`src/include/par_ports_pkg.sv`:
```
`default_nettype none
package par_ports_pkg;
    // Port geometry
    localparam int          PORT_W          = 8;
    // First-port reset state: bits 6..4 outputs driving low
    localparam logic [7:0]  FIRST_DIR_RST   = 8'h70;
    localparam logic [7:0]  PORT_DATA_RST   = 8'h00;
    localparam logic [7:0]  DIR_RST         = 8'h00;
    // First-port pins shared with compare outputs 1..5 and the two bidirectional bits
    localparam int          FIRST_BIDIR_LO  = 3;
    localparam int          FIRST_BIDIR_HI  = 7;
    // Fourth-port special bits
    localparam int          SER_RX_BIT      = 0;
    localparam int          SER_TX_BIT      = 1;
    localparam int          SPI_LO_BIT      = 2;
    localparam int          SPI_HI_BIT      = 5;
    localparam int          STROBE_BIT      = 6;
    localparam int          RW_BIT          = 7;
    localparam logic [7:0]  FOURTH_BUS_MASK = 8'hC0;

    // Operating modes, latched at reset release
    typedef enum logic [1:0] {
        MODE_BOOTSTRAP,
        MODE_SINGLE_CHIP,
        MODE_TEST,
        MODE_EXPANDED
    } op_mode_t;

    // Phase of the multiplexed external bus
    typedef enum logic {
        PHASE_ADDR,
        PHASE_DATA
    } bus_phase_t;

    // One CPU-side write to a port
    typedef struct packed {
        logic       wr;
        logic [7:0] data;
    } port_wr_t;

    // External bus request from the CPU core
    typedef struct packed {
        logic        active;
        bus_phase_t  phase;
        logic        read;
        logic [15:0] addr;
        logic [7:0]  wdata;
    } ext_bus_t;

    // Pin drive pair (output level and enable) of an eight-bit port
    typedef struct packed {
        logic [7:0] out;
        logic [7:0] oe;
    } pin_drive_t;
endpackage : par_ports_pkg
`default_nettype wire

```
`src/verilog/mode_muxed_parallel_ports.sv`:
```
// Notes on behaviour
// - Second, third ports and fourth bits 6,7 are GPIO only in single-chip/bootstrap.
// - First port reads: inputs give pin level, outputs give driver input level.
// - First port write goes to a latch; reaches pin only when bit is output.
// - Pins owned by a compare output ignore software writes.
// - Reset: first-port bits 7 and 3..0 inputs; bits 6..4 outputs driving low.
// - With compares off, pulse-accum control direction bits steer bits 7 and 3.
// - Expanded mode: second port carries address bits 15..8.
// - Second, third, fourth port reads: pin level for inputs, driver input for outputs.
// - Second port latch drives pins only as GPIO output in single-chip/bootstrap.
// - Reset: second port inputs in single/boot; address outputs in expanded/test.
// - Expanded: third port drives low address, then data with direction from read/write.
// - Third port latch drives pins only as GPIO output in single-chip/bootstrap.
// - Reset: third port inputs in single/boot; address/data bus in expanded/test.
// - Open-drain bit turns off pull-ups of all third-port bits; pull-downs stay.
// - Open-drain: zero pulls pin low, one leaves pin undriven.
// - Open-drain takes effect only in single-chip mode.
// - Fourth port: GPIO, serial rx/tx on bits 0,1, SPI on bits 2..5.
// - Fourth port latch reaches pin only when bit is a GPIO output.
// - Expanded/test: fourth bit 6 is address strobe, bit 7 read/write.
// - Read/write line high for a read cycle, low for a write cycle.
`default_nettype none
module mode_muxed_parallel_ports
    import par_ports_pkg::*;
(
    input  wire logic       i_clk,
    input  wire logic       i_rst_n,
    input  wire op_mode_t   i_mode,
    // CPU writes
    input  wire port_wr_t   i_first_port_data,
    input  wire port_wr_t   i_second_port_data,
    input  wire port_wr_t   i_second_port_direction,
    input  wire port_wr_t   i_third_port_data,
    input  wire port_wr_t   i_third_port_direction,
    input  wire port_wr_t   i_fourth_port_data,
    input  wire port_wr_t   i_fourth_port_direction,
    input  wire logic       i_third_port_open_drain,
    input  wire logic       i_pulse_accum_dir7,
    input  wire logic       i_pulse_accum_dir3,
    // Timer compare ownership and levels for first-port bits 7..3
    input  wire logic [7:0] i_compare_en,
    input  wire logic [7:0] i_compare_level,
    // Peripheral pin ownership and levels on the fourth port
    input  wire logic [7:0] i_periph_own,
    input  wire logic [7:0] i_periph_oe,
    input  wire logic [7:0] i_periph_out,
    // External bus request
    input  wire ext_bus_t   i_bus,
    // Pin inputs
    input  wire logic [7:0] i_first_pin,
    input  wire logic [7:0] i_second_pin,
    input  wire logic [7:0] i_third_pin,
    input  wire logic [7:0] i_fourth_pin,
    // Pin drives
    output var pin_drive_t  o_first_pin,
    output var pin_drive_t  o_second_pin,
    output var pin_drive_t  o_third_pin,
    output var pin_drive_t  o_fourth_pin,
    // Read-back values and bus read data
    output logic [7:0]      o_first_port_rd,
    output logic [7:0]      o_second_port_rd,
    output logic [7:0]      o_third_port_rd,
    output logic [7:0]      o_fourth_port_rd,
    output logic [7:0]      o_bus_rdata,
    output var op_mode_t    o_mode
);

    op_mode_t   mode_q;
    logic       boot_seen_q;
    logic       gpio_mode;
    logic       single_chip;
    logic       bus_addr_phase;
    logic       bus_write;
    logic [7:0] second_drv;
    logic [7:0] second_oe;
    logic [7:0] first_lat_q;
    logic [7:0] first_dir;
    logic [7:0] second_lat_q;
    logic [7:0] second_dir_q;
    logic [7:0] third_lat_q;
    logic [7:0] third_dir_q;
    logic [7:0] fourth_lat_q;
    logic [7:0] fourth_dir_q;
    logic [7:0] first_drv;
    logic [7:0] first_oe;
    logic [7:0] third_drv;
    logic [7:0] third_oe;
    logic [7:0] fourth_drv;
    logic [7:0] fourth_oe;

    // Mode caught at the first edge after reset release
    always_ff @(posedge i_clk or negedge i_rst_n) begin
        if (!i_rst_n) begin
            mode_q <= MODE_SINGLE_CHIP;
        end else if (!boot_seen_q) begin
            mode_q <= i_mode;
        end
    end

    // Strap taken once; later changes on the mode input are ignored
    always_ff @(posedge i_clk or negedge i_rst_n) begin
        if (!i_rst_n) begin
            boot_seen_q <= 1'b0;
        end else begin
            boot_seen_q <= 1'b1;
        end
    end

    assign gpio_mode   = (mode_q == MODE_SINGLE_CHIP) || (mode_q == MODE_BOOTSTRAP);
    assign single_chip = (mode_q == MODE_SINGLE_CHIP);
    assign o_mode      = mode_q;

    // Bus cycle decode; read/write stays low through a whole write cycle
    assign bus_addr_phase = i_bus.active && (i_bus.phase == PHASE_ADDR);
    assign bus_write      = i_bus.active && !i_bus.read;

    // First-port latch
    always_ff @(posedge i_clk or negedge i_rst_n) begin
        if (!i_rst_n) begin
            first_lat_q <= PORT_DATA_RST;
        end else if (i_first_port_data.wr) begin
            first_lat_q <= i_first_port_data.data;
        end
    end

    // First-port direction: fixed outputs 6..4, steerable 7 and 3
    always_comb begin
        first_dir                 = FIRST_DIR_RST;
        first_dir[FIRST_BIDIR_HI] = i_compare_en[FIRST_BIDIR_HI] | i_pulse_accum_dir7;
        first_dir[FIRST_BIDIR_LO] = i_compare_en[FIRST_BIDIR_LO] | i_pulse_accum_dir3;
    end

    // Compare-owned pins take the timer level, not the latch
    assign first_drv = (i_compare_en & i_compare_level) | (~i_compare_en & first_lat_q);
    assign first_oe  = first_dir;

    // Second-port latch; stored in every mode, driven only as GPIO
    always_ff @(posedge i_clk or negedge i_rst_n) begin
        if (!i_rst_n) begin
            second_lat_q <= PORT_DATA_RST;
        end else if (i_second_port_data.wr) begin
            second_lat_q <= i_second_port_data.data;
        end
    end

    // Second-port direction
    always_ff @(posedge i_clk or negedge i_rst_n) begin
        if (!i_rst_n) begin
            second_dir_q <= DIR_RST;
        end else if (i_second_port_direction.wr) begin
            second_dir_q <= i_second_port_direction.data;
        end
    end

    // Third-port latch; stored in every mode, driven only as GPIO
    always_ff @(posedge i_clk or negedge i_rst_n) begin
        if (!i_rst_n) begin
            third_lat_q <= PORT_DATA_RST;
        end else if (i_third_port_data.wr) begin
            third_lat_q <= i_third_port_data.data;
        end
    end

    // Third-port direction
    always_ff @(posedge i_clk or negedge i_rst_n) begin
        if (!i_rst_n) begin
            third_dir_q <= DIR_RST;
        end else if (i_third_port_direction.wr) begin
            third_dir_q <= i_third_port_direction.data;
        end
    end

    // Fourth-port latch
    always_ff @(posedge i_clk or negedge i_rst_n) begin
        if (!i_rst_n) begin
            fourth_lat_q <= PORT_DATA_RST;
        end else if (i_fourth_port_data.wr) begin
            fourth_lat_q <= i_fourth_port_data.data;
        end
    end

    // Fourth-port direction
    always_ff @(posedge i_clk or negedge i_rst_n) begin
        if (!i_rst_n) begin
            fourth_dir_q <= DIR_RST;
        end else if (i_fourth_port_direction.wr) begin
            fourth_dir_q <= i_fourth_port_direction.data;
        end
    end

    // Third port: GPIO with open-drain option, or multiplexed address/data
    always_comb begin
        if (gpio_mode) begin
            third_drv = third_lat_q;
            if (single_chip && i_third_port_open_drain) begin
                third_oe = third_dir_q & ~third_lat_q;
            end else begin
                third_oe = third_dir_q;
            end
        end else if (bus_addr_phase) begin
            third_drv = i_bus.addr[7:0];
            third_oe  = 8'hFF;
        end else if (bus_write) begin
            third_drv = i_bus.wdata;
            third_oe  = 8'hFF;
        end else begin
            third_drv = 8'h00;
            third_oe  = 8'h00;
        end
    end

    // Fourth port: peripherals take priority, bus strobes in expanded/test
    genvar b;
    generate
        for (b = 0; b < PORT_W; b++) begin : g_fourth
            always_comb begin
                if (!gpio_mode && FOURTH_BUS_MASK[b]) begin
                    fourth_oe[b] = 1'b1;
                    if (b == STROBE_BIT) begin
                        fourth_drv[b] = bus_addr_phase;
                    end else begin
                        fourth_drv[b] = !bus_write;
                    end
                end else if (i_periph_own[b] && !FOURTH_BUS_MASK[b]) begin
                    fourth_oe[b]  = i_periph_oe[b];
                    fourth_drv[b] = i_periph_out[b];
                end else begin
                    fourth_oe[b]  = fourth_dir_q[b];
                    fourth_drv[b] = fourth_lat_q[b];
                end
            end
        end
    endgenerate

    // Second port: GPIO latch, or high address byte in the bus modes
    always_comb begin
        if (gpio_mode) begin
            second_drv = second_lat_q;
            second_oe  = second_dir_q;
        end else begin
            second_drv = i_bus.addr[15:8];
            second_oe  = 8'hFF;
        end
    end

    // Pin drives
    assign o_first_pin.out  = first_drv;
    assign o_first_pin.oe   = first_oe;
    assign o_second_pin.out = second_drv;
    assign o_second_pin.oe  = second_oe;
    assign o_third_pin.out  = third_drv;
    assign o_third_pin.oe   = third_oe;
    assign o_fourth_pin.out = fourth_drv;
    assign o_fourth_pin.oe  = fourth_oe;

    // First-port read-back: pin level for inputs, driver input for outputs
    always_ff @(posedge i_clk or negedge i_rst_n) begin
        if (!i_rst_n) begin
            o_first_port_rd <= PORT_DATA_RST;
        end else begin
            o_first_port_rd <= (first_oe & first_drv) | (~first_oe & i_first_pin);
        end
    end

    // Second-port read-back, valid in every mode
    always_ff @(posedge i_clk or negedge i_rst_n) begin
        if (!i_rst_n) begin
            o_second_port_rd <= PORT_DATA_RST;
        end else begin
            o_second_port_rd <= (second_oe & second_drv)
                              | (~second_oe & i_second_pin);
        end
    end

    // Third-port read-back
    always_ff @(posedge i_clk or negedge i_rst_n) begin
        if (!i_rst_n) begin
            o_third_port_rd <= PORT_DATA_RST;
        end else begin
            o_third_port_rd <= (third_oe & third_drv) | (~third_oe & i_third_pin);
        end
    end

    // Fourth-port read-back
    always_ff @(posedge i_clk or negedge i_rst_n) begin
        if (!i_rst_n) begin
            o_fourth_port_rd <= PORT_DATA_RST;
        end else begin
            o_fourth_port_rd <= (fourth_oe & fourth_drv) | (~fourth_oe & i_fourth_pin);
        end
    end

    // Bus read data, taken from the released third-port pins
    always_ff @(posedge i_clk or negedge i_rst_n) begin
        if (!i_rst_n) begin
            o_bus_rdata <= PORT_DATA_RST;
        end else begin
            o_bus_rdata <= i_third_pin;
        end
    end

endmodule : mode_muxed_parallel_ports
`default_nettype wire
```
`config.mk`:
```
export PLATFORM = sky130hd
export DESIGN_NAME = mode_muxed_parallel_ports
export DESIGN_NICKNAME = d
export VERILOG_FILES = /design/src/include/par_ports_pkg.sv /design/src/verilog/mode_muxed_parallel_ports.sv
export SDC_FILE = /design/constraint.sdc
export NUM_CORES = 1
export LEC_CHECK = 0
export ABC_AREA = 1
export BUFFER_PORTS_ARGS = -buffer_cell sky130_fd_sc_hd__buf_4
export CAP_MARGIN = 0
export CORE_MARGIN = 5
export CORE_UTILIZATION = 43
export CTS_BUF_LIST = sky130_fd_sc_hd__clkbuf_4
export CTS_CLUSTER_SIZE = 30
export DETAILED_ROUTE_END_ITERATION = 7
export HOLD_SLACK_MARGIN = 0.12
export PLACE_DENSITY = 0.8
export SYNTH_ARGS = -nofsm -noshare
export SYNTH_HDL_FRONTEND = slang
export SYNTH_SLANG_ARGS = --single-unit
```
`constraint.sdc`:
```
create_clock -name i_clk -period 2.5 [get_ports i_clk]
set_input_delay 0.25 -clock i_clk [delete_from_list [all_inputs] [get_ports i_clk]]
set_output_delay 0.25 -clock i_clk [all_outputs]
set_load 0.05 [all_outputs]
```
==> summary.txt, run 1 <==
Floorplan
  • Die height: 112 um
  • IO Pins: 275
  • Die X: 112 um
  • Row cnt: 37
  • Initial core utilization: 0.439

Synth
  • Synth Cell Area: 4490 sq um
  • Synth warnings: 0
  • Cells after Synth: 503
  • Seq/Total Area, Yosys: 0.552
  • Avg Inst Size Synth: 8.92 sq um
  • Synth cell types: 25
  • Register bit total from synthesis: 99

Clocking
  • Clk buf depth: 2
  • Hold_buf cts: 181
  • Post-CTS sizing: 0
  • H-tree levels: 3
  • CTS Buf Count: 9
  • Clock sink count: 99
  • Post-CTS setup buffer count: 0
  • Clock Tree Root: clkbuf_4

Outcome
  • Fail Step: clock tree synthesis (4_1_cts)
  • First Error: [ERROR RSZ-0060] Max buffer count reached.
  • Status: aborted with a tool error

Place
  • Detailed placer's ending HPWL: 11600 um
  • Placer congestion estimate: 0.918
  • IO Port Bufs: 259
cells in the mapped netlist, drive strengths merged:
library cell	instances	area, sq um
dfrtp	98	2450
nor2	5	28.8
inv	66	248
conb	2	7.51
nand2	168	641
a21oi	2	13.8
buf	16	135
dfstp	1	26.3
o21ai	75	409
clkbuf	7	26.3
nand3	40	255
or2	2	12.5
o22ai	1	6.26
mux2	20	225
logic make-up after synthesis:
group                  share of synthesized area
multiplexers                              0.0502
buffers and inverters                     0.0912
AND/OR/NAND/NOR                            0.209
AO/OA/AOI/OAI                             0.0956
other                                    0.00167
flip-flops                                 0.552
stage by stage:
stage | instances | hold slack [ns] | util | setup slack [ns] | cell area [sq um]
detailed placement | 883 | 0.262 | 0.635 | 0.685 | 6490
floorplan | 508 | -0.0456 | - | 0.649 | 4510
global placement | 883 | 0.250 | 0.635 | 0.744 | 6490
==> inputs of run 2 (changes only) <==
Settings changed: CORE_UTILIZATION 43 to 28, CTS_BUF_LIST sky130_fd_sc_hd__clkbuf_4 to default, CTS_CLUSTER_SIZE 30 to default, HOLD_SLACK_MARGIN 0.12 to default, PLACE_DENSITY 0.8 to default, PLACE_DENSITY_LB_ADDON from default to 0.15.
==> summary.txt, run 2 <==
Outcome
  • Status: completed

Drt
  • DR iter-0 viols: 187
  • Via Count: 4219
  • First-pass iteration count of the detailed router: 6
  • Via density per instance: 4.29
  • DRT Wirelength: 15000 um
  • Antenna Violating Nets Remaining: 0
  • Wire per inst: 15.3 um
  • Residual DRC: 0

Worst setup path
  • Crit start category: register
  • CP top delay family: buffers and inverters
  • Worst Path Max Fanout: 33
  • Critical Path RT: 2.25 ns
  • Worst Path Arrival: 1.97 ns
  • Worst path cell trace: inv_2 -> nand3_1 -> nand2_2 -> buf_4
  • Slowest stage cell, crit path: dfrtp_1
  • Max incr delay on CP: 0.54 ns
  • Setup CP Type: reg -> out
  • Flop2flop setup slack: 0.91 ns
  • CP Buf/Inv Count: 2
  • Crit end category: output pin

STA
  • Least-Margin Pin Slew: 0.582 ns
  • Final hold viol count: 0
  • RSZ-0062 raised after global routing: no
  • Fin crit period: 2.22 ns
  • Setup TNS: 0 ns
  • Fin crit share: 0.888
  • Final Max Tran Viols: 0
  • Setup ws final: 0.279 ns
  • Upper clock frequency limit: 450 MHz
  • Slew HR: 0.612
  • Final setup vio count: 0
  • Worst clock skew: 0.00426 ns

Run
  • Maxcap violations: 0

Power and ir drop
  • Clock power share: 0.274
  • Power per cell area: 674 nW/um^2
  • VDD IR-drop max: 314 uV
  • Leakage power: 3.72 nW
  • Internal: 0.00297 W
  • Net Sw Frac: 0.362
  • Switching Power: 0.00168 W
  • Comb power frac: 0.333
  • Reg power frac: 0.393

Synth
  • Synth warnings: 0 (unchanged)
  • Avg Inst Size Synth: 8.92 sq um (unchanged)
  • Register bit total from synthesis: 99 (unchanged)
  • Synth Area in XOR/XNOR: 0 (unchanged)
  • Synth Flop Type: dfrtp_1
  • Number of flops mapped to enable cells by yosys: 0 (unchanged)
  • Ranking of synthesized cells by area: dfrtp_1 (55%), nand2_1 (14%), o21ai_0 (7.3%)
  • Mux contribution to synthesized area: 0.0502 (unchanged)
  • Count leader, synth: nand2_1
  • Synth Cell Area: 4490 sq um (unchanged)
  • Adder-cell share of the synthesized area: 0 (unchanged)
  • Asr flop ratio synth: 1.00 (unchanged)
  • Largest family of logic cells by synthesized area: simple AND/OR/NAND/NOR gates
  • Synth area leader: dfrtp_1
  • Cells after Synth: 503 (unchanged)
  • Post-synth top area share: 0.547 (unchanged)
  • Seq/Total Area, Yosys: 0.552 (unchanged)
  • Compound-Gate Fraction of Synth Area: 0.0956 (unchanged)
  • Commonest cells in the netlist: nand2_1 (164), dfrtp_1 (98), inv_1 (65), o21ai_0 (65), nand3_1 (29)
  • Synth cell types: 25 (unchanged)
  • Simple-Gate Fraction of Synth Area: 0.209 (unchanged)

Clocking
  • Worst skew pair latency: 0.34 ns
  • Clock Tree Root: clkbuf_16
  • Clock sink count: 99 (unchanged)
  • Clk buf depth: 2 (unchanged)
  • Post-CTS setup buffer count: 0 (unchanged)
  • Clk pin slew, worst setup/hold paths: 0.06 ns
  • CTS tree: yes
  • CTS Buf Count: 9 (unchanged)
  • Hold_buf cts: 4 (-98%)
  • Post-CTS sizing: 0 (unchanged)
  • H-tree levels: 3 (unchanged)

Global route
  • Vias in the first global route: 4331
  • Global route overflow: 0
  • Total global-route track usage: 0.159
  • Initial antenna violation count: 0
  • Pin count of the biggest net entering global routing: 62
  • First-pass GRT wire length: 23000 um

Place
  • IO Port Bufs: 259 (unchanged)
  • Placed cell area: 6590 sq um (+1.5%)
  • Pre-CTS WS: 0.624 ns (-0.0616 ns)
  • Detailed placer's ending HPWL: 12100 um (+4.4%)
  • Cell total after placement: 963 (+9.1%)
  • Placer congestion estimate: 0.870 (-5.3%)

Floorplan
  • Core area: 15800 sq um
  • Die ar.: 18700 sq um
  • Initial core utilization: 0.283 (-0.155)
  • Die height: 137 um (+22%)
  • IO Pins: 275 (unchanged)
  • Die X: 137 um (+22%)
  • Row cnt: 46 (+24%)

Min path
  • Worst hold path type: in -> reg

Final layout
  • # nets final: 932
  • Cell Count, Final, Fillers Out: 984
  • Area grow syn2layout: 54.0%
  • Ant diodes: 0
  • Most frequent cells in the layout: buf_4 (261), nand2_1 (164), dfrtp_1 (98), inv_1 (65), o21ai_0 (65)
  • Final Cell Area: 6910 sq um
  • Commonest non-fill, non-tap cell in the layout: buf_4
  • Layout cells sized above 1: 0.424
run 2: cell counts after synthesis:
Identical to the previous run, type by type.
run 2: kinds of logic (layout without fill, tap and decap cells):
logic type	count (synthesis)	after routing
other	2	7
multiplexers	20	20
flip-flops	99	99
AO/OA/AOI/OAI	78	78
AND/OR/NAND/NOR	215	215
buffers and inverters	89	349
run 2: metal layers:
metal,global-route usage,vias to the layer above,part of all wire
li1,-,2088,-
met1,0.198,1947,0.41
met2,0.263,169,0.48
met3,0.0551,15,0.099
met4,0.0414,0,0.013
met5,0,-,0
run 2: worst paths after layout:
path | start | to | cells past startpoint
min reg2reg | boot_seen_q | o_mode[1] | 1
max reg2reg | o_mode[1] | o_third_port_rd[5] | 4
min | i_third_pin[7] | o_bus_rdata[7] | 1
max in group asynchronous | i_rst_n | o_mode[0] | 3
max | o_mode[1] | o_third_pin[5] | 4
min in group asynchronous | i_rst_n | fourth_dir_q[5] | 2
run 2: final cells by class:
cell class / count / area, sq um
Fill cell: 1625 / 8920
Sequential cell: 99 / 2480
Timing Repair Buffer: 267 / 2030
Multi-Input combinational cell: 320 / 1620
Tap cell: 216 / 270
Clock buffer: 13 / 250
Inverter: 66 / 248
Clock inverter: 3 / 15.0
run 2: power by group through the flow:
stage          combinational [W]  sequential, W  clock (W)
3_3_place_gp             0.00155        0.00186          0
3_5_place_dp             0.00156        0.00186          0
2_1_floorplan           0.000709        0.00210          0
4_1_cts                  0.00157        0.00183    0.00134
6_report                 0.00155        0.00183    0.00128
5_1_grt                  0.00165        0.00185    0.00138
run 2: metrics by stage:
stage	hold slack [ns]	util	power, W
after floorplan	-0.0456	-	0.00281
after global placement	0.268	0.417	0.00340
after detailed placement	0.268	0.417	0.00342
after CTS	0.00783	0.436	0.00473
after global routing	0.000322	0.437	0.00488
final	0.0241	0.437	0.00466
run 2: worst register-to-register path, stage by stage, from the launching register on:
cell     delay, ns
dfrtp_1       0.54
inv_2         0.51
nand3_1       0.24
nand3_1       0.13
nand2_1       0.06
No activity file was read; power rests on OpenSTA's default activity.
